==> config.mk <==
export PLATFORM = sky130hd
export DESIGN_NAME = adc_link_slave
export DESIGN_NICKNAME = d
export VERILOG_FILES = /design/src/rtl/adc_link_pkg.sv /design/src/rtl/line_events_if.sv /design/src/rtl/result_fifo.sv /design/src/rtl/line_sampler.sv /design/src/rtl/adc_link_slave.sv
export SDC_FILE = /design/constraint.sdc
export NUM_CORES = 1
export LEC_CHECK = 0
export BUFFER_PORTS_ARGS = -buffer_cell sky130_fd_sc_hd__buf_2
export CAP_MARGIN = 20
export CORE_ASPECT_RATIO = 0.8
export CORE_UTILIZATION = 55
export DETAILED_ROUTE_END_ITERATION = 7
export GPL_TIMING_DRIVEN = 0
export PLACE_DENSITY = 0.71
export SYNTH_ARGS = -nofsm -noshare
export SYNTH_HDL_FRONTEND = slang
export SYNTH_HIERARCHICAL = 1
export SYNTH_SLANG_ARGS = --single-unit
==> constraint.sdc <==
create_clock -name mclk_in -period 7.4 [get_ports mclk_in]
set_clock_uncertainty 0.05 [all_clocks]
set_input_delay 0.37 -clock mclk_in [delete_from_list [all_inputs] [get_ports mclk_in]]
set_output_delay 0.37 -clock mclk_in [all_outputs]
set_load 0.02 [all_outputs]
==> src/rtl/adc_link_pkg.sv <==
// Shared constants and types for the two-wire converter slave
package adc_link_pkg;

	// ----------------------------------------------------------------
	// Clock and link timing
	// ----------------------------------------------------------------
	localparam int CLK_HZ = 50_000_000;
	localparam int SCL_MAX_HZ = 3_400_000;
	localparam int SCL_MAX_KHZ = SCL_MAX_HZ / 1000;

	// ----------------------------------------------------------------
	// Address byte layout
	// ----------------------------------------------------------------
	// Device type code: value is arbitrary
	localparam logic [4:0] DEV_TYPE = 5'h15;
	localparam int ADDR_TYPE_MSB = 7;
	localparam int ADDR_TYPE_LSB = 3;
	localparam int ADDR_SEL1_POS = 2;
	localparam int ADDR_SEL0_POS = 1;
	localparam int ADDR_RW_POS = 0;

	// ----------------------------------------------------------------
	// Command byte layout
	// ----------------------------------------------------------------
	localparam int CMD_MODE_POS = 7;
	localparam int CMD_CH2_POS = 6;
	localparam int CMD_CH1_POS = 5;
	localparam int CMD_CH0_POS = 4;
	localparam int CMD_PWR1_POS = 3;
	localparam int CMD_PWR0_POS = 2;
	// Bits already shifted in when the channel bits are complete
	localparam logic [3:0] CMD_CHAN_BITS = 4'h4;
	localparam logic [3:0] BYTE_BITS = 4'h8;

	// ----------------------------------------------------------------
	// Result layout and reset values
	// ----------------------------------------------------------------
	localparam int RES_W = 10;
	localparam int RES_HI_W = 4;
	localparam int RES_LO_W = 6;
	localparam logic [3:0] RES_HI_PAD = 4'h0;
	localparam logic [1:0] RES_LO_PAD = 2'h0;
	localparam int FIFO_DEPTH = 32;
	localparam logic [1:0] PD_RESET = 2'h0;
	localparam logic [2:0] CHAN_RESET = 3'h0;
	// Edges after reset release before the strap synchroniser is valid
	localparam logic [1:0] STRAP_WAIT = 2'h2;

	// ----------------------------------------------------------------
	// Protocol state
	// ----------------------------------------------------------------
	typedef enum logic [2:0] {
		ST_IDLE = 3'h0,
		ST_ADDR = 3'h1,
		ST_ACK_ADDR = 3'h2,
		ST_RX = 3'h3,
		ST_ACK_RX = 3'h4,
		ST_TX = 3'h5,
		ST_ACK_TX = 3'h6
	} link_state_t;

endpackage

==> src/rtl/line_events_if.sv <==
// Decoded line events passed from the pin sampler to the protocol logic
interface line_events_if;
	logic scl_rise;
	logic scl_fall;
	logic start_cond;
	logic stop_cond;
	logic sda_lvl;

	modport src (
		output scl_rise,
		output scl_fall,
		output start_cond,
		output stop_cond,
		output sda_lvl
	);
	modport dst (
		input scl_rise,
		input scl_fall,
		input start_cond,
		input stop_cond,
		input sda_lvl
	);
endinterface

==> src/rtl/result_fifo.sv <==
// Result FIFO with registered read data and honest full and empty
module result_fifo #(
	parameter int WIDTH = 10,
	parameter int DEPTH = 32
) (
	input wire logic clk_in,
	input wire logic rstn_in,
	input wire logic in_valid_in,
	output logic in_ready_out,
	input wire logic [WIDTH-1:0] in_data_in,
	output logic out_valid_out,
	input wire logic out_ready_in,
	output logic [WIDTH-1:0] out_data_out
);
	localparam int AW = $clog2(DEPTH);
	localparam logic [AW:0] FULL_CNT = (AW+1)'(DEPTH);

	logic [WIDTH-1:0] mem_r [DEPTH];
	logic [AW-1:0] wr_ptr_r;
	logic [AW-1:0] rd_ptr_r;
	logic [AW:0] count_r;
	logic wr_fire;
	logic rd_fire;

	// Full is exact, so the filling side sees back-pressure
	assign in_ready_out = (count_r != FULL_CNT);
	assign wr_fire = in_valid_in && in_ready_out;
	assign rd_fire = out_valid_out && out_ready_in;

	// Storage write
	always_ff @(posedge clk_in) begin
		if (wr_fire) begin
			mem_r[wr_ptr_r] <= in_data_in;
		end
	end

	// Registered read; data settles one cycle after a pointer move
	always_ff @(posedge clk_in) begin
		out_data_out <= mem_r[rd_ptr_r];
	end

	// Pointers and fill count
	always_ff @(posedge clk_in or negedge rstn_in) begin
		if (!rstn_in) begin
			wr_ptr_r <= '0;
			rd_ptr_r <= '0;
			count_r <= '0;
		end else begin
			if (wr_fire) begin
				wr_ptr_r <= wr_ptr_r + 1'b1;
			end
			if (rd_fire) begin
				rd_ptr_r <= rd_ptr_r + 1'b1;
			end
			count_r <= count_r + (AW+1)'(wr_fire) - (AW+1)'(rd_fire);
		end
	end

	// Valid drops for a cycle after each pop so stale data never shows
	always_ff @(posedge clk_in or negedge rstn_in) begin
		if (!rstn_in) begin
			out_valid_out <= 1'b0;
		end else begin
			out_valid_out <= (count_r != '0) && !rd_fire;
		end
	end
endmodule

==> src/rtl/line_sampler.sv <==
// Synchronises the serial pins and decodes edges and bus conditions
module line_sampler (
	input wire logic clk_in,
	input wire logic rstn_in,
	input wire logic scl_in,
	input wire logic sda_in,
	line_events_if.src ev
);
	logic [2:0] scl_sync_r;
	logic [2:0] sda_sync_r;

	// Two flops per pin, a third only for edge history
	always_ff @(posedge clk_in or negedge rstn_in) begin
		if (!rstn_in) begin
			scl_sync_r <= 3'h7;
			sda_sync_r <= 3'h7;
		end else begin
			scl_sync_r <= {scl_sync_r[1:0], scl_in};
			sda_sync_r <= {sda_sync_r[1:0], sda_in};
		end
	end

	// Edge and condition decode, registered
	always_ff @(posedge clk_in or negedge rstn_in) begin
		if (!rstn_in) begin
			ev.scl_rise <= 1'b0;
			ev.scl_fall <= 1'b0;
			ev.start_cond <= 1'b0;
			ev.stop_cond <= 1'b0;
			ev.sda_lvl <= 1'b1;
		end else begin
			ev.scl_rise <= scl_sync_r[1] && !scl_sync_r[2];
			ev.scl_fall <= !scl_sync_r[1] && scl_sync_r[2];
			// RQ3: data move with clock high is a condition
			// RQ4: falling data is start, rising is stop
			ev.start_cond <= scl_sync_r[1] && scl_sync_r[2] && sda_sync_r[2] && !sda_sync_r[1];
			ev.stop_cond <= scl_sync_r[1] && scl_sync_r[2] && !sda_sync_r[2] && sda_sync_r[1];
			ev.sda_lvl <= sda_sync_r[1];
		end
	end
endmodule

==> src/rtl/adc_link_slave.sv <==
// Two-wire slave front end of a multi-channel converter
// Notes on behaviour
// RQ1: Slave only, master clock up to 3.4 MHz
// RQ2: Transfers start only from an idle bus
// RQ3: Data moves with clock high are conditions
// RQ4: Falling data is start, rising is stop
// RQ5: Eight-bit bytes each followed by acknowledge
// RQ6: Acknowledger holds data low through clock high
// RQ7: Master nack ends read; device releases data
// RQ8: Write: acknowledge address and every data byte
// RQ9: Read: device sends bytes after address ack
// RQ10: Repeated start restarts with fresh address byte
// RQ11: First byte after any start is address
// RQ12: Top five address bits match type code
// RQ13: Next two bits match strapped select pins
// RQ14: Lowest address bit: one read, zero write
// RQ15: Ack only on full match, then pick direction
// RQ16: Command byte sets mode, channel, power
// RQ17: Power bits decode reference and converter enables
// RQ18: Core and clock off when idle, not converting
// RQ19: Result is ten-bit straight binary code
// RQ20: Channel mapping for single-ended and differential
// RQ21: Conversion starts once channel bits arrive
// RQ22: Result sent as two padded bytes
// RQ23: Reference turns on at next stop or restart
// RQ24: Release data line and ignore until start
// RQ25: Shift out MSB first, change with clock low
module adc_link_slave (
	input wire logic mclk_in,
	input wire logic rstn_in,
	input wire logic scl_in,
	input wire logic sda_in,
	input wire logic addr_select_pin1_in,
	input wire logic addr_select_pin0_in,
	input wire logic conv_done_in,
	input wire logic [9:0] result_in,
	output logic sda_o_out,
	output logic sda_oe_out,
	output logic conv_start_out,
	output logic [2:0] mux_pos_out,
	output logic [2:0] mux_neg_out,
	output logic neg_common_out,
	output logic input_mode_select_out,
	output logic [1:0] power_mode_out,
	output logic ref_on_out,
	output logic adc_power_out,
	output logic core_clk_en_out
);
	// ----------------------------------------------------------------
	// Declarations
	// ----------------------------------------------------------------
	line_events_if ev ();
	adc_link_pkg::link_state_t state_r;
	logic [3:0] bit_cnt_r;
	logic [7:0] rx_shreg_r;
	logic [7:0] tx_shreg_r;
	logic rw_r;
	logic mack_r;
	logic byte_sel_r;
	logic [adc_link_pkg::RES_W-1:0] cur_res_r;
	logic [1:0] pin_sync1_r;
	logic [1:0] pin_sync2_r;
	logic [1:0] sel_r;
	logic sel_taken_r;
	logic [1:0] cap_wait_r;
	logic converting_r;
	logic ref_pending_r;
	logic [7:0] addr_byte;
	logic addr_match;
	logic [7:0] cmd_byte;
	logic chan_done;
	logic [adc_link_pkg::RES_W-1:0] tx_res;
	logic [7:0] hi_byte;
	logic [7:0] lo_byte;
	logic fifo_in_ready;
	logic fifo_out_valid;
	logic fifo_pop;
	logic [adc_link_pkg::RES_W-1:0] fifo_out_data;
	logic push_res;

	// ----------------------------------------------------------------
	// Pin sampling and result buffer
	// ----------------------------------------------------------------
	// RQ1: slave sampling only; 50 MHz sampling suits slower SCL best
	line_sampler u_sampler (
		.clk_in(mclk_in),
		.rstn_in(rstn_in),
		.scl_in(scl_in),
		.sda_in(sda_in),
		.ev(ev)
	);

	result_fifo #(
		.WIDTH(adc_link_pkg::RES_W),
		.DEPTH(adc_link_pkg::FIFO_DEPTH)
	) u_fifo (
		.clk_in(mclk_in),
		.rstn_in(rstn_in),
		.in_valid_in(push_res),
		.in_ready_out(fifo_in_ready),
		.in_data_in(result_in),
		.out_valid_out(fifo_out_valid),
		.out_ready_in(fifo_pop),
		.out_data_out(fifo_out_data)
	);

	// ----------------------------------------------------------------
	// Select strap capture
	// ----------------------------------------------------------------
	// Straps pass two flops, then are caught once after reset release
	always_ff @(posedge mclk_in or negedge rstn_in) begin
		if (!rstn_in) begin
			pin_sync1_r <= 2'h0;
			pin_sync2_r <= 2'h0;
		end else begin
			pin_sync1_r <= {addr_select_pin1_in, addr_select_pin0_in};
			pin_sync2_r <= pin_sync1_r;
		end
	end

	// RQ13: select bits fixed at startup
	// Waits until the synchroniser holds the straps, not its reset value
	always_ff @(posedge mclk_in or negedge rstn_in) begin
		if (!rstn_in) begin
			sel_r <= 2'h0;
			sel_taken_r <= 1'b0;
			cap_wait_r <= 2'h0;
		end else if (!sel_taken_r) begin
			if (cap_wait_r == adc_link_pkg::STRAP_WAIT) begin
				sel_r <= pin_sync2_r;
				sel_taken_r <= 1'b1;
			end else begin
				cap_wait_r <= cap_wait_r + 2'h1;
			end
		end
	end

	// ----------------------------------------------------------------
	// Byte decode
	// ----------------------------------------------------------------
	// Completed byte including the bit sampled now
	assign addr_byte = {rx_shreg_r[6:0], ev.sda_lvl};
	assign cmd_byte = rx_shreg_r;
	// RQ12: type code compare
	// RQ13: select bit compare
	assign addr_match = (rx_shreg_r[adc_link_pkg::ADDR_TYPE_MSB:adc_link_pkg::ADDR_TYPE_LSB]
		== adc_link_pkg::DEV_TYPE)
		&& (rx_shreg_r[adc_link_pkg::ADDR_SEL1_POS] == sel_r[1])
		&& (rx_shreg_r[adc_link_pkg::ADDR_SEL0_POS] == sel_r[0]);
	// RQ21: channel bits complete once four bits are in
	assign chan_done = (state_r == adc_link_pkg::ST_RX) && ev.scl_rise
		&& (bit_cnt_r == adc_link_pkg::CMD_CHAN_BITS - 4'h1);

	// RQ19: straight binary code, buffered result or last one sent
	assign tx_res = fifo_out_valid ? fifo_out_data : cur_res_r;
	// RQ22: four zeros over top bits, low bits over two zeros
	assign hi_byte = {adc_link_pkg::RES_HI_PAD,
		tx_res[adc_link_pkg::RES_W-1 -: adc_link_pkg::RES_HI_W]};
	assign lo_byte = {cur_res_r[adc_link_pkg::RES_LO_W-1:0], adc_link_pkg::RES_LO_PAD};
	// A new read pops when a result waits; within a read only ahead of a high byte
	assign fifo_pop = fifo_out_valid && ev.scl_fall
		&& ((state_r == adc_link_pkg::ST_ACK_ADDR && rw_r)
		|| (state_r == adc_link_pkg::ST_ACK_TX && !mack_r && !byte_sel_r));

	// ----------------------------------------------------------------
	// Protocol sequencer
	// ----------------------------------------------------------------
	always_ff @(posedge mclk_in or negedge rstn_in) begin
		if (!rstn_in) begin
			state_r <= adc_link_pkg::ST_IDLE;
			bit_cnt_r <= 4'h0;
			rx_shreg_r <= 8'h00;
			tx_shreg_r <= 8'hff;
			rw_r <= 1'b0;
			mack_r <= 1'b1;
			byte_sel_r <= 1'b0;
			cur_res_r <= '0;
			sda_oe_out <= 1'b0;
		end else if (ev.start_cond) begin
			// RQ10: repeated start reopens with address
			// RQ11: first byte after start is address
			state_r <= adc_link_pkg::ST_ADDR;
			bit_cnt_r <= 4'h0;
			sda_oe_out <= 1'b0;
		end else if (ev.stop_cond) begin
			// RQ2: bus idle after stop
			state_r <= adc_link_pkg::ST_IDLE;
			sda_oe_out <= 1'b0;
		end else if (ev.scl_rise) begin
			// RQ5: eight data bits per byte
			unique case (state_r)
				adc_link_pkg::ST_ADDR,
				adc_link_pkg::ST_RX: begin
					rx_shreg_r <= addr_byte;
					bit_cnt_r <= bit_cnt_r + 4'h1;
				end
				// RQ9: master answers each byte
				adc_link_pkg::ST_ACK_TX: begin
					mack_r <= ev.sda_lvl;
				end
				adc_link_pkg::ST_IDLE,
				adc_link_pkg::ST_ACK_ADDR,
				adc_link_pkg::ST_ACK_RX,
				adc_link_pkg::ST_TX: begin
				end
			endcase
		end else if (ev.scl_fall) begin
			unique case (state_r)
				// RQ24: ignore traffic until next start
				adc_link_pkg::ST_IDLE: begin
					sda_oe_out <= 1'b0;
				end
				adc_link_pkg::ST_ADDR: begin
					if (bit_cnt_r == adc_link_pkg::BYTE_BITS) begin
						// RQ15: ack only on full match
						if (addr_match) begin
							state_r <= adc_link_pkg::ST_ACK_ADDR;
							// RQ14: lowest bit picks direction
							rw_r <= rx_shreg_r[adc_link_pkg::ADDR_RW_POS];
							// RQ6: hold low through ack pulse
							sda_oe_out <= 1'b1;
						end else begin
							state_r <= adc_link_pkg::ST_IDLE;
						end
					end
				end
				adc_link_pkg::ST_ACK_ADDR: begin
					bit_cnt_r <= 4'h0;
					if (rw_r) begin
						// RQ9: transmit after address ack
						// RQ25: first bit out with clock low
						state_r <= adc_link_pkg::ST_TX;
						tx_shreg_r <= {hi_byte[6:0], 1'b1};
						sda_oe_out <= !hi_byte[7];
						cur_res_r <= tx_res;
						byte_sel_r <= 1'b1;
						bit_cnt_r <= 4'h1;
					end else begin
						// RQ15: receiver mode on write
						state_r <= adc_link_pkg::ST_RX;
						sda_oe_out <= 1'b0;
					end
				end
				adc_link_pkg::ST_RX: begin
					if (bit_cnt_r == adc_link_pkg::BYTE_BITS) begin
						// RQ8: ack every written byte
						state_r <= adc_link_pkg::ST_ACK_RX;
						sda_oe_out <= 1'b1;
					end
				end
				adc_link_pkg::ST_ACK_RX: begin
					// RQ24: release between own bits
					state_r <= adc_link_pkg::ST_RX;
					bit_cnt_r <= 4'h0;
					sda_oe_out <= 1'b0;
				end
				adc_link_pkg::ST_TX: begin
					if (bit_cnt_r == adc_link_pkg::BYTE_BITS) begin
						state_r <= adc_link_pkg::ST_ACK_TX;
						sda_oe_out <= 1'b0;
					end else begin
						// RQ25: MSB first, change with clock low
						sda_oe_out <= !tx_shreg_r[7];
						tx_shreg_r <= {tx_shreg_r[6:0], 1'b1};
						bit_cnt_r <= bit_cnt_r + 4'h1;
					end
				end
				adc_link_pkg::ST_ACK_TX: begin
					if (mack_r) begin
						// RQ7: nack ends read, line left released
						state_r <= adc_link_pkg::ST_IDLE;
						sda_oe_out <= 1'b0;
					end else begin
						state_r <= adc_link_pkg::ST_TX;
						bit_cnt_r <= 4'h1;
						byte_sel_r <= !byte_sel_r;
						if (byte_sel_r) begin
							tx_shreg_r <= {lo_byte[6:0], 1'b1};
							sda_oe_out <= !lo_byte[7];
						end else begin
							tx_shreg_r <= {hi_byte[6:0], 1'b1};
							sda_oe_out <= !hi_byte[7];
							cur_res_r <= tx_res;
						end
					end
				end
				default: begin
					state_r <= adc_link_pkg::ST_IDLE;
					sda_oe_out <= 1'b0;
				end
			endcase
		end
	end

	// Open drain: only ever pulls low
	always_ff @(posedge mclk_in or negedge rstn_in) begin
		if (!rstn_in) begin
			sda_o_out <= 1'b0;
		end else begin
			sda_o_out <= 1'b0;
		end
	end

	// ----------------------------------------------------------------
	// Command byte and reference control
	// ----------------------------------------------------------------
	// RQ16: full command byte sets mode and power
	always_ff @(posedge mclk_in or negedge rstn_in) begin
		if (!rstn_in) begin
			input_mode_select_out <= 1'b0;
			power_mode_out <= adc_link_pkg::PD_RESET;
		end else if (ev.scl_fall && state_r == adc_link_pkg::ST_RX
			&& bit_cnt_r == adc_link_pkg::BYTE_BITS) begin
			input_mode_select_out <= cmd_byte[adc_link_pkg::CMD_MODE_POS];
			power_mode_out <= {cmd_byte[adc_link_pkg::CMD_PWR1_POS],
				cmd_byte[adc_link_pkg::CMD_PWR0_POS]};
		end
	end

	// RQ23: reference waits for stop or restart; clear turns off at once
	always_ff @(posedge mclk_in or negedge rstn_in) begin
		if (!rstn_in) begin
			ref_on_out <= 1'b0;
			ref_pending_r <= 1'b0;
		end else if (ev.scl_fall && state_r == adc_link_pkg::ST_RX
			&& bit_cnt_r == adc_link_pkg::BYTE_BITS) begin
			// RQ17: power bit one enables the reference
			if (cmd_byte[adc_link_pkg::CMD_PWR1_POS]) begin
				ref_pending_r <= !ref_on_out;
			end else begin
				ref_on_out <= 1'b0;
				ref_pending_r <= 1'b0;
			end
		end else if ((ev.stop_cond || ev.start_cond) && ref_pending_r) begin
			ref_on_out <= 1'b1;
			ref_pending_r <= 1'b0;
		end
	end

	// ----------------------------------------------------------------
	// Conversion control
	// ----------------------------------------------------------------
	// RQ20: positive input is low channel bits then top bit
	// RQ21: start as soon as channel bits are in
	// A full buffer holds off new conversions, so results are never lost
	always_ff @(posedge mclk_in or negedge rstn_in) begin
		if (!rstn_in) begin
			conv_start_out <= 1'b0;
			converting_r <= 1'b0;
			mux_pos_out <= adc_link_pkg::CHAN_RESET;
			mux_neg_out <= adc_link_pkg::CHAN_RESET;
			neg_common_out <= 1'b0;
		end else begin
			conv_start_out <= 1'b0;
			if (chan_done && !converting_r && fifo_in_ready) begin
				conv_start_out <= 1'b1;
				converting_r <= 1'b1;
				mux_pos_out <= {rx_shreg_r[0], ev.sda_lvl, rx_shreg_r[1]};
				mux_neg_out <= {rx_shreg_r[0], ev.sda_lvl, !rx_shreg_r[1]};
				neg_common_out <= rx_shreg_r[2];
			end else if (conv_done_in) begin
				converting_r <= 1'b0;
			end
		end
	end
	assign push_res = conv_done_in && converting_r;

	// RQ18: core clock only while converting or out of idle (from any start)
	// RQ17: low power bit keeps the converter powered
	always_ff @(posedge mclk_in or negedge rstn_in) begin
		if (!rstn_in) begin
			core_clk_en_out <= 1'b0;
			adc_power_out <= 1'b0;
		end else begin
			core_clk_en_out <= converting_r || (state_r != adc_link_pkg::ST_IDLE);
			adc_power_out <= converting_r || (state_r != adc_link_pkg::ST_IDLE)
				|| power_mode_out[0];
		end
	end
endmodule

# Yosys cells after proc, flatten, opt, wreduce, memory -nomap -nowiden
# Memories as Yosys holds them, arrays and structs flattened. A register that Yosys moved wholly into a read port is not among the register bits.
# Index checks and enable logic that the tools add are counted.
[word_totals] regBits=90 ramBits=320 inputBits=17 out_inout_bits=16 word_cells=198 memories=1
[classes] add_sub_neg=6 n_eq_ne=28 muxes=58 n_bitwise=5 reduce_logical=64
[mem_list] name="u_fifo.mem_r" depth=32 word_bits=10 read_ports=1 rd_clocked_by_memory_dff=1 write_ports=1 line="result_fifo.sv:18" text="logic [WIDTH-1:0] mem_r [DEPTH];"
[ops] operator="$mux W10" count=4
[ops] operator="$mux W8" count=4
[ops] operator="$mux W4" count=7
[ops] operator="$mux W1" count=27
[ops] operator="$mux W3" count=9
[ops] operator="$logic_and A1 B1 Y1" count=25
[ops] operator="$pmux W8 S3" count=1
[ops] operator="$pmux W3 S7" count=1
[ops] operator="$ne A4 B2 Y1 const B" count=5
[ops] operator="$pmux W10 S2" count=1
[ops] operator="$pmux W4 S4" count=1
[ops] operator="$reduce_and A8 Y1" count=2
[ops] operator="$reduce_and A7 Y1" count=2
[ops] operator="$logic_not A1 Y1" count=12
[ops] operator="$reduce_and A6 Y1" count=2
[ops] operator="$reduce_bool A3 Y1" count=4
[ops] operator="$reduce_bool A6 Y1" count=2
[ops] operator="$add A5 B1 Y5 const B" count=2
[ops] operator="$ne A2 B2 Y1 const B" count=5
[ops] operator="$eq A3 B3 Y1 const B" count=3
[ops] operator="$reduce_and A4 Y1" count=2
[ops] operator="$add A6 B1 Y6" count=1
[ops] operator="$eq A3 B2 Y1 const B" count=2
[ops] operator="$ne A3 B3 Y1 const B" count=2
[ops] operator="23 further kinds" count=35

# Depth between registers and ports, before layout
# Gate-level depths: netlist (run 1).
[depth] word_depth=10 depth_mapped=15 ltp_nobuf=13

# Modules after synthesis
# Netlist (run 1), hierarchy kept.
[modules_own_cells] mod="result_fifo" instances=1 cells_each=667 area_each_um2=13504.2 seq_area_each_um2=10234.8
[modules_own_cells] mod="adc_link_slave" instances=1 cells_each=268 area_each_um2=2912.8 seq_area_each_um2=1486.4
[modules_own_cells] mod="line_sampler" instances=1 cells_each=14 area_each_um2=290.3 seq_area_each_um2=257.7

# Worst setup path before layout (run 1)
# OpenSTA, ideal clock, no wires.
[synth_path] kind="reg-to-reg" startpoint="register state_r[0]" endpoint="register u_fifo.count_r[5]" setup_time_ps=125 t_arrival_ps=2617 required_ps=7225 path_slack_ps=4608 path_stages_with_launch=15 n_path_buf=2 period_less_slack_ps=2792 path_cell_list="dfrtp_1 buf_2 inv_1 nand2_1 nor2_1 and3_1 and2_1 clkbuf_1 ha_1 inv_1 ha_1 a21o_1 a21oi_1 nor4b_1 a2111oi_0"
[synth_between] elab_chain_len=7 elab_cells_between_ends=9 classes_between="1 x add/sub; 2 x eq/ne; 6 x reduce/logical"
[synth_rtl] element="start: declaration" line="adc_link_slave.sv:53" text="adc_link_pkg::link_state_t state_r;"
[synth_rtl] element="start signal: assignment" line="adc_link_slave.sv:170" text="state_r <= adc_link_pkg::ST_IDLE;"
[synth_rtl] element="start signal: assignment" line="adc_link_slave.sv:182" text="state_r <= adc_link_pkg::ST_ADDR;"
[synth_rtl] element="start signal: assignment" line="adc_link_slave.sv:187" text="state_r <= adc_link_pkg::ST_IDLE;"
[synth_rtl] element="$eq A3 B3 Y1" line="adc_link_slave.sv:163" text="|| (state_r == adc_link_pkg::ST_ACK_TX && !mack_r && !byte_sel_r));"
[synth_rtl] element="$logic_and A1 B1 Y1 (2 in series)" line="adc_link_slave.sv:163"
[synth_rtl] element="$logic_or A1 B1 Y1 (*)" line="adc_link_slave.sv:163"
[synth_rtl] element="$logic_and A1 B1 Y1 (*)" line="adc_link_slave.sv:162" text="&& ((state_r == adc_link_pkg::ST_ACK_ADDR && rw_r)"
[synth_rtl] element="net fifo_pop" line="adc_link_slave.sv:77" text="logic fifo_pop;"
[synth_rtl] element="$logic_and A1 B1 Y1 (*)" line="result_fifo.sv:28" text="assign rd_fire = out_valid_out && out_ready_in;"
[synth_rtl] element="net u_fifo.rd_fire" line="result_fifo.sv:23" text="logic rd_fire;"
[synth_rtl] element="$sub A6 B1 Y6 (*)" line="result_fifo.sv:55" text="count_r <= count_r + (AW+1)'(wr_fire) - (AW+1)'(rd_fire);"
[synth_rtl] element="end signal: assignment" line="result_fifo.sv:55"
[synth_rtl] element="end: declaration" line="result_fifo.sv:21" text="logic [AW:0] count_r;"
# Mark *: on every way through the listed nets, which the timed path passes. The rest lies on a longest branch.
# A chain may end at the register's enable or synchronous reset.

# Worst setup path after layout (run 1)
# Ends and elaborated chain as after synthesis.

==> results of run 1 <==
## path summary, 6_finish.rpt
kind                                    startpoint                       to  cells past startpoint
hold / removal                        result_in[8]      u_fifo/mem_r[25][8]                      1
hold reg to reg            u_sampler/sda_sync_r[0]  u_sampler/sda_sync_r[1]                      0
max in group asynchronous                  rstn_in  u_sampler/sda_sync_r[0]                      3
min in group asynchronous                  rstn_in       u_fifo/rd_ptr_r[0]                      2
setup reg to reg                        state_r[0]        u_fifo/count_r[5]                     14
setup / recovery                        state_r[0]        u_fifo/count_r[5]                     14
## worst max-delay path, cell delays in order, from the launching register on
cell       delay, ns
dfrtp_1         0.47
buf_2           0.22
inv_1           0.14
nand2_1         0.09
nor2_1          0.15
and3_1          0.16
and2_1          0.11
clkbuf_1        0.36
ha_1            0.24
inv_1           0.07
ha_1            0.28
a21o_1          0.18
a21oi_1         0.28
nor4b_1         0.09
a2111oi_0       0.36
## kinds of logic after synthesis
family                   synth area share
adder cells (fa/ha/maj)            0.0139
other                            0.000224
flip-flops                          0.717
buffers and inverters              0.0267
AND/OR/NAND/NOR                    0.0525
multiplexers                        0.127
AO/OA/AOI/OAI                      0.0559
XOR/XNOR                          0.00681
## state kept, by name, summed over array words and instances, names as in the netlist, 2 cells and up
| name | count |
|---|---|
| cur_res_r | 10 |
| u_fifo/rd_ptr_r | 5 |
| u_sampler/sda_sync_r | 2 |
| power_mode_out | 2 |
| u_sampler/scl_sync_r | 3 |
| u_fifo/count_r | 6 |
| tx_shreg_r | 7 |
| state_r | 3 |
| pin_sync2_r | 2 |
| cmd_byte | 8 |
| u_fifo/out_data_out | 10 |
| bit_cnt_r | 4 |
| cap_wait_r | 2 |
| u_fifo/mem_r | 320 |
| pin_sync1_r | 2 |
| sel_r | 2 |
| mux_pos_out | 3 |
| u_fifo/wr_ptr_r | 5 |
## cell type report
class | count | area, um2
multi-input cells | 459 | 4280
fillers | 2153 | 11000
plain buffers | 54 | 370
inverters | 20 | 75.1
repair buffers | 38 | 245
clock buffers | 52 | 1050
clock inverters | 16 | 82.6
flip-flops and latches | 416 | 12000
well taps | 406 | 508
## synth_stat cells (11+ instances only)
library cell  instances  area (um2)
inv_1                20        75.1
nor2_1               57         214
mux2i_1              44         440
o21ai_0              15        75.1
dfstp_2              14         368
nand2_1              33         124
buf_6                11         124
mux4_2               54        1220
a22oi_1              13        97.6
clkbuf_1             20        75.1
edfxtp_1            320        9610
a21oi_1              36         180
mux2_2               23         259
ha_1                 17         213
o22ai_1              11        68.8
dfrtp_1              72        1800
## routing by layer
layer,track usage,up-vias,wire length (um)
met1,0.338,4476,15100
met2,0.334,309,15000
met3,0.0415,56,2480
met5,0,-,0
met4,0.0694,0,865
li1,-,3886,-
## power by group through the flow
stage	logic [mW]	registers, mW	clock network [mW]
6_report	0.242	2.60	1.80
5_1_grt	0.277	2.60	1.92
4_1_cts	0.246	2.60	1.84
3_5_place_dp	0.242	2.64	0
3_3_place_gp	0.231	2.64	0
2_1_floorplan	0.156	2.64	0
## metrics by stage
| stage | instance area (um2) | worst slack (ns) |
|---|---|---|
| finish | 18600 | 4.02 |
| detailed placement | 17400 | 4.09 |
| global route | 18600 | 3.65 |
| CTS | 18600 | 3.99 |
| global placement | 17400 | 3.99 |
| floorplan | 16700 | 4.61 |
==> metrics.txt, run 1 <==
status=complete, no violations; vias per inst=5.97; measured slew at the worst slew-check pin=between 1 and 1.5 ns; Final Util=0.629; Post-synth EDFFs=320; Iteration-0 DRC Markers=707; part of the power in registers=0.560; share of cells above drive strength 1=0.209; vias in the first global route=approximately 8500; worst vdd ir=approximately 0.18 mV; Seq cells post-synth=roughly 420; post_cts resized=0; DRC=0; Pins Over Slew Limit=0; CTS tree=built; worst hold path class=input port to flop; Antenna diodes=0; TritonRoute pass-1 iters=5; GRT Total Usage=0.224; clock sinks=~420; P_leak=~6.3 nW; crit-path max FO=10; initial antenna violation count=0; Max-slew headroom=0.289; clock share of power=0.388; Sw Pwr=~0.99 mW; Final Power=between 4 and 5 mW; # port buffers=31; final hold slack=about 0.3 ns; Worst setup SP type=flop; I/O pin count=33; max cap viols=0; Die Span Y=about 160 um; Internal=around 3.7 mW; WL/cell=~23 um; Area Overhead vs Synth=11.3%; Net count, final=roughly 1100; global route overflow=0; Reg2Reg Setup Slack=4.02 ns; Fin. Hold Viols=0; Avg Synthesized Cell Area=between 15 and 20 um2; starting density of the core=0.565; Gate Count Post-Synth=approximately 950; Die Wd=197 um; mapped cell area=between 15000 and 20000 um2; DP HPWL=between 20000 and 25000 um; pwr dens=250 nW/um2; Switching Fraction=0.213; most common cell after layout, fill and taps aside=edfxtp_1; shortest period the worst path allows=3.38 ns; clk root buf=clkbuf_16; Placer Congestion=approximately 0.90; Mapped Nets=about 980; hold buffers post-CTS=6; die footprint=just over 30000 um2; placed cell count=between 1000 and 1500; Seq/Total Area, Yosys=0.717; WP data arrival=about 3.7 ns; most frequent cells in the layout=edfxtp_1 (320), dfrtp_1 (72), nor2_1 (57); FP Rows=56; Synth cell types=77; first-pass GRT wire length=about 51000 um; TritonCTS Buffers=39; # setup viols final=0; CP Data Required Time=7.74 ns; Crit Path Class=flop to flop; total core area=between 20000 and 30000 um2; depth of the CTS H-tree=2; post-route ant nets=0; number of synthesis warnings=6; largest net degree at the start of global routing=52; crit end category=flop; Clock Pin Slew Worst Setup and Hold Paths=~0.060 ns; RSZ-0062 raised after global routing=no; setup TNS=0 ns; non-filler cells, final=between 1000 and 1500; Synth async-reset ratio=0.207; clock latency on the worst-skew pair=approximately 0.54 ns; fin crit share=0.457; Max clock buf depth=3; Logic pwr share=0.052; f_max=around 0.30 GHz; dominant synthesized flop cell=edfxtp_1; DR vias=8727; Total Wirelength=33500 um; post-CTS setup buffers=0
No activity file was read; power rests on OpenSTA's default activity.
==> inputs of run 2 (changes only) <==
==> constraint.sdc (replaced) <==
create_clock -name mclk_in -period 3.24 [get_ports mclk_in]
set_clock_uncertainty 0.05 [all_clocks]
set_input_delay 0.162 -clock mclk_in [delete_from_list [all_inputs] [get_ports mclk_in]]
set_output_delay 0.162 -clock mclk_in [all_outputs]
set_load 0.02 [all_outputs]
==> run 2 against run 1 <==
Effect of this change: combinational power grew 140%; flip-flop and latch count is the same; via count shrank 0.14%; critical path type unchanged; setup slack lost 3.9 ns; count of clock-buffer cells in the layout is the same; sequential power grew 130%; register-to-register slack lost 3.9 ns; highest routed layer unchanged; final area is essentially flat.
==> metrics.txt, run 2 (same netlist as run 1, synthesis figures left out) <==
measured slew at the worst slew-check pin=1.09 ns (+0.0258 ns); pwr dens=571 nW/um2 (+130%); Clock Pin Slew Worst Setup and Hold Paths=0.06 ns (about the same); crit-path max FO=10 (unchanged); Switching Fraction=0.213 (+0.000670); Total Wirelength=33600 um (about the same); RSZ-0062 raised after global routing=yes; P_leak=6.29 nW (about the same); slowest stage delay, CP=0.94 ns (+0.47 ns); Largest regs=u_fifo/mem_r (320), cur_res_r (10), u_fifo/out_data_out (10); setup TNS=0 ns (unchanged); status=complete, no violations; fillers=2154 (+0.046%); starting density of the core=0.565 (unchanged); Biggest register=u_fifo/mem_r; share of cells above drive strength 1=0.211 (+0.00230); Placer Congestion=0.902 (unchanged); fin crit share=0.973 (+0.516); part of the power in registers=0.559 (about the same); worst hold path class=input port to async pin; Iteration-0 DRC Markers=765 (+8.2%); FP Rows=56 (unchanged); GRT Total Usage=0.224 (unchanged); Area Overhead vs Synth=11.3% (about the same); number of flip-flops in the largest register=320 (unchanged); vias per inst=5.97 (about the same); crit end category=flop; global route overflow=0 (unchanged); initial antenna violation count=0 (unchanged); first-pass GRT wire length=50900 um (unchanged); Buf/Inv on CP=2 (-2); Max clock buf depth=3 (unchanged); # port buffers=31 (unchanged); clock share of power=0.387 (about the same); shortest period the worst path allows=3.15 ns (-0.230 ns); WP data arrival=3.25 ns (-0.47 ns); post-CTS setup buffers=0 (unchanged); Internal=8.35 mW (+130%); worst vdd ir=0.411 mV (+130%); f_max=0.317 GHz (+7.3%); Max-slew headroom=0.272 (-0.0173); clk root buf=clkbuf_16; # setup viols final=0 (unchanged); depth of the CTS H-tree=2 (unchanged); clock latency on the worst-skew pair=0.54 ns (about the same); DRC=0 (unchanged); DR vias=8715 (-0.14%); TritonCTS Buffers=39 (unchanged); CP Data Required Time=3.33 ns (-4.41 ns); Crit Path Class=flop to flop; die footprint=31100 um2 (unchanged); most frequent cells in the layout=edfxtp_1 (320), dfrtp_1 (72), nor2_1 (57); max cap viols=0 (unchanged); Fin. Hold Viols=0 (unchanged); Antenna diodes=0 (unchanged); most common cell after layout, fill and taps aside=edfxtp_1; Worst setup SP type=flop; Die Span Y=158 um (unchanged); DP HPWL=21100 um (unchanged); total core area=29600 um2 (unchanged); CTS tree=built; CP cell instances=inv_1 > ha_1 > nand4bb_1 > and2_1 > clkbuf_1 > nand2_1 > nor2_1; WL/cell=23.0 um (+0.21%); Critical-path top delay cell=nor2_1; vias in the first global route=8472 (unchanged); Net count, final=1061 (-0.19%); clock sinks=416 (unchanged); largest net degree at the start of global routing=52 (unchanged); TritonRoute pass-1 iters=5 (unchanged); I/O pin count=33 (unchanged); post-route ant nets=0 (unchanged); Pins Over Slew Limit=0 (unchanged); final hold slack=0.0973 ns (-0.200 ns); Sw Pwr=2.26 mW (+130%); CP top delay family=simple AND/OR/NAND/NOR gates; Logic pwr share=0.054 (+0.002); Die Wd=197 um (unchanged)
-- run 2: repair_timing --
| action | 4_1_cts | 5_1_grt |
|---|---|---|
| cloned | 0 | 0 |
| gates resized for setup | 1 | 2 |
| endpoints found under the setup margin | 1 | 31 |
| hold buffers | 6 | 0 |
| hold endpoints to repair | 84 | 0 |
-- run 2: layout make-up --
type	count	area, um2	area share
sequential	416	12000	0.644
multi-input combinational	459	4290	0.231
clock buffer	52	1050	0.0563
tap	406	508	0.0273
buffer	52	363	0.0195
timing repair buffer	38	245	0.0132
clock inverter	16	82.6	0.00444
inverter	20	75.1	0.00404
-- run 2: power by group through the flow --
| stage | clock [mW] | sequential [mW] | combinational [mW] |
|---|---|---|---|
| after detailed placement | 0 | 6.04 | 0.553 |
| after CTS | 4.21 | 5.93 | 0.562 |
| after floorplan | 0 | 6.02 | 0.356 |
| after global routing | 4.40 | 5.94 | 0.647 |
| final | 4.11 | 5.93 | 0.572 |
| after global placement | 0 | 6.03 | 0.527 |
-- run 2: path summary, 6_finish.rpt --
| check | startpoint | endpoint | slack [ns] | cells past startpoint |
|---|---|---|---|---|
| max | u_fifo/count_r[2] | u_fifo/mem_r[6][3] | 0.09 | 7 |
| min | rstn_in | u_fifo/rd_ptr_r[0] | 0.1 | 2 |
| max reg2reg | u_fifo/count_r[2] | u_fifo/mem_r[6][3] | 0.09 | 7 |
| min reg2reg | u_sampler/sda_sync_r[0] | u_sampler/sda_sync_r[1] | 0.31 | 0 |
| max in group asynchronous | rstn_in | u_sampler/sda_sync_r[0] | 2.39 | 3 |
| min in group mclk_in | result_in[8] | u_fifo/mem_r[25][8] | 0.10 | 1 |
-- run 2: metal layers --
layer  vias to the layer above  wire [um]  global-route usage
met2                       293      15100               0.334
met4                         0        829              0.0694
li1                       3877          -                   -
met3                        52       2340              0.0415
met1                      4493      15300               0.338
met5                         -          0                   0
-- run 2: through the flow --
step                std cells   util  power, mW  cell area [um2]  setup WS (ns)
floorplan                 949      -       6.38            16700          0.448
global placement         1386  0.587       6.56            17400         -0.169
detailed placement       1387  0.588       6.59            17400        -0.0721
CTS                      1460  0.629       10.7            18600          0.103
global route             1459  0.629       11.0            18600        -0.0430
finish                   1459  0.629       10.6            18600         0.0876
-- run 2: worst reg2reg max path: cells and delay by family (launching register included) --
family	cells	cell delay [ns]
simple gates	4	1.76
buf+inv	2	0.39
flops	1	0.35
fa+ha+maj	1	0.22
==> inputs of run 3 (changes only) <==
--- a/config.mk
+++ b/config.mk
@@ -12,7 +12,7 @@
 export DETAILED_ROUTE_END_ITERATION = 7
 export GPL_TIMING_DRIVEN = 0
 export PLACE_DENSITY = 0.71
+export SLEW_MARGIN = 10
 export SYNTH_ARGS = -nofsm -noshare
 export SYNTH_HDL_FRONTEND = slang
-export SYNTH_HIERARCHICAL = 1
 export SYNTH_SLANG_ARGS = --single-unit
==> constraint.sdc (replaced) <==
create_clock -name mclk_in -period 3.15 [get_ports mclk_in]
set_clock_uncertainty 0.05 [all_clocks]
set_input_delay 0.1575 -clock mclk_in [delete_from_list [all_inputs] [get_ports mclk_in]]
set_output_delay 0.1575 -clock mclk_in [all_outputs]
set_load 0.02 [all_outputs]
==> run 3 against run 2 <==
Effect of this change: largest cell class unchanged; flip-flop and latch count unchanged; via count rose by 3.4%; synthesized cell count is 5.4% higher; register-to-register slack got worse by 0.20 ns; the flow now finishes with violations (setup timing).
==> metrics.txt, run 3 <==
Seq/Total Area, Yosys=0.716 (-0.00129); WL/cell=22.8 um (-0.93%); shortest period the worst path allows=3.26 ns (+0.106 ns); die footprint=31100 um2 (+0.18%); DP HPWL=22200 um (+5.3%); slowest stage delay, CP=0.83 ns (-0.11 ns); pwr dens=592 nW/um2 (+3.6%); Largest regs=u_fifo.mem_r (320), cur_res_r (10), u_fifo.out_data_out (10); P_leak=6.43 nW (+2.2%); Internal=8.83 mW (+5.7%); clock latency on the worst-skew pair=0.53 ns (about the same); Critical Path Source=u_fifo.count_r[2]; CP Data Required Time=3.25 ns (-0.08 ns); Iteration-0 DRC Markers=850 (+11%); post-synth top area cell=edfxtp_1; fillers=2076 (-3.6%); Avg Synthesized Cell Area=16.7 um2 (-4.9%); Crit Path Class=flop to flop; Area Overhead vs Synth=12.6%; multi-input logic area=4500 um2 (+4.8%); Switching Fraction=0.208 (-0.00527); Pins Over Slew Limit=0 (unchanged); FP Rows=56 (unchanged); Final Cell Area=18800 um2 (+1.4%); FF-to-FF Start=u_fifo.count_r[2]; Synth area leaders=edfxtp_1 (57%), dfrtp_1 (11%), mux4_2 (5.4%); total core area=29600 um2 (+0.24%); RSZ-0062 raised after global routing=yes; failing checks=setup timing; depth of the CTS H-tree=2 (unchanged); Total Wirelength=34500 um (+2.7%); Seq cells post-synth=416 (unchanged); dominant synthesized flop cell=edfxtp_1; Yosys top cell area share=0.574 (-0.00103); Placer Congestion=0.852 (-5.6%); number of flip-flops in the largest register=320 (unchanged); Synth async-reset ratio=0.207 (unchanged); most common cell in the synthesized netlist=edfxtp_1; most frequent cells in the layout=edfxtp_1 (320), mux2i_1 (85), dfrtp_1 (72); starting density of the core=0.565 (about the same); I/O pin count=33 (unchanged); Post-synth EDFFs=320 (unchanged); share of cells above drive strength 1=0.215 (+0.00417); register area=12000 um2 (unchanged); GRT Total Usage=0.230 (+0.00610); DR vias=9008 (+3.4%); # port buffers=31 (unchanged); final hold slack=0.0226 ns (-0.0747 ns); Die Span Y=158 um (about the same); largest net degree at the start of global routing=64 (+23%); post-route ant nets=0 (unchanged); setup ws final=-0.109 ns (-0.196 ns); measured slew at the worst slew-check pin=0.951 ns (-0.138 ns); worst vdd ir=0.632 mV (+54%); Sw Pwr=2.32 mW (+2.4%); Area after DPL=17400 um2 (+0.27%); crit end category=flop; Synth cell types=69 (-10%); initial antenna violation count=0 (unchanged); CP top delay family=simple AND/OR/NAND/NOR gates; Max-slew headroom=0.364 (+0.0923); Gate Count Post-Synth=1000 (+5.4%); crit-path max FO=10 (unchanged); Biggest register=u_fifo.mem_r; Logic pwr share=0.050 (-0.004); Buf/Inv on CP=1 (-1); Fin. Hold Viols=0 (unchanged); WP data arrival=3.35 ns (+0.10 ns); # setup viols final=90 (+90); Final Util=0.636 (+0.00700); fin crit share=1.03 (+0.0615); CTS tree=built; Mapped Nets=1035 (+5.2%); status=finished, violations left; clock sinks=416 (unchanged); part of the power in registers=0.542 (-0.017); vias per inst=5.95 (-0.33%); first-pass GRT wire length=52400 um (+3.1%); Clock Pin Slew Worst Setup and Hold Paths=0.06 ns (about the same); worst hold path class=input port to async pin; Antenna diodes=0 (unchanged); number of synthesis warnings=0 (-6); clk root buf=clkbuf_16; clock share of power=0.408 (+0.021); DRC=0 (unchanged); CP cell instances=inv_1 > ha_1 > nand4bb_1 > and3_1 > nand2_1 > nor2_1; most common cell after layout, fill and taps aside=edfxtp_1; vias in the first global route=8718 (+2.9%); Net count, final=1114 (+5.0%); Die Wd=197 um (about the same); commonest cells in the netlist=edfxtp_1 (320), mux2i_1 (85), dfrtp_1 (72); TritonRoute pass-1 iters=5 (unchanged); TritonCTS Buffers=39 (unchanged); mapped cell area=16700 um2 (+0.18%); Critical-path top delay cell=nor2_1; f_max=0.307 GHz (-3.3%); max cap viols=0 (unchanged); global route overflow=0 (unchanged); Max clock buf depth=3 (unchanged); Worst setup SP type=flop
==> run 3: cell types whose count changed in the layout (fill, tap and decap cells not counted), sizes merged, moves of 10 or more <==
cell    change
a221oi     +10
clkbuf     +10
clkinv     -10
mux2       +11
mux2i      +41
mux4       -21
nand3      +30
nor2       -16
o21ai      -16
o221ai     -10
==> run 3: worst register-to-register path, cell delays in order (launching register included) <==
cell       delay [ns]
dfrtp_1          0.35
inv_1            0.06
ha_1             0.23
nand4bb_1        0.24
and3_1           0.62
nand2_1          0.50
nor2_1           0.83
==> run 3: cell type report <==
class | count | share of cell area
buffer | 54 | 0.0144
clock inverter | 8 | 0.00472
timing repair buffer | 40 | 0.0140
clock buffer | 61 | 0.0600
inverter | 27 | 0.00538
multi-input combinational | 501 | 0.239
sequential | 416 | 0.636
tap | 406 | 0.0270
==> run 3: metrics by stage <==
step / power [mW] / setup slack (ns) / setup TNS [ns] / cells
global route: 11.5 / -0.309 / -37.67 / 1513
finish: 11.1 / -0.109 / -7.38 / 1513
detailed placement: 6.67 / -0.415 / -62.41 / 1439
CTS: 11.2 / -0.0933 / -11.87 / 1514
global placement: 6.64 / -0.355 / -51.26 / 1437
floorplan: 6.46 / 0.434 / 0 / 1000
==> run 3: routing by layer <==
| layer | up-vias | wire (um) | track usage |
|---|---|---|---|
| met5 | - | 0 | 0 |
| li1 | 4017 | - | - |
| met4 | 0 | 529 | 0.0554 |
| met2 | 297 | 14900 | 0.325 |
| met1 | 4652 | 16500 | 0.366 |
| met3 | 42 | 2600 | 0.0458 |
==> run 3: cells by family (layout without fill, tap and decap cells) <==
group / count (synthesis) / in the layout / synth area share
flops: 416 / 416 / 0.716
simple gates: 189 / 189 / 0.0594
mux: 161 / 161 / 0.130
compound gates: 118 / 118 / 0.0503
buf+inv: 83 / 190 / 0.0227
fa+ha+maj: 18 / 18 / 0.0139
xor+xnor: 14 / 14 / 0.00733
other cells: 1 / 1 / 0.000224
==> run 3: timing repair <==
action | 4_1_cts | 5_1_grt
endpoints found under the setup margin | 322 | 278
buffers inserted | 1 | 0
pin swaps | 1 | 1
gates resized for setup | 22 | 14
hold buffers | 6 | 0
endpoints found under the hold margin | 84 | 0
==> run 3: path summary, 6_finish.rpt <==
path                                           endpoint  slack (ns)  depth (start not counted)
min in group mclk_in                u_fifo.mem_r[26][2]        0.14                          1
worst max-delay path                 u_fifo.mem_r[8][6]       -0.11                          6
worst min register to register           pin_sync2_r[0]        0.30                          0
worst min-delay path                         state_r[1]        0.02                          2
max in group asynchronous       u_sampler.sda_sync_r[0]        2.36                          3
worst max register to register       u_fifo.mem_r[8][6]       -0.11                          6
==> run 3: power groups by stage <==
stage               Combinational (mW)  Clock, mW  Sequential, mW
finish                           0.554       4.55            6.05
global route                     0.619       4.81            6.05
CTS                              0.531       4.61            6.04
detailed placement               0.519          0            6.15
global placement                 0.487          0            6.15
floorplan                        0.318          0            6.14
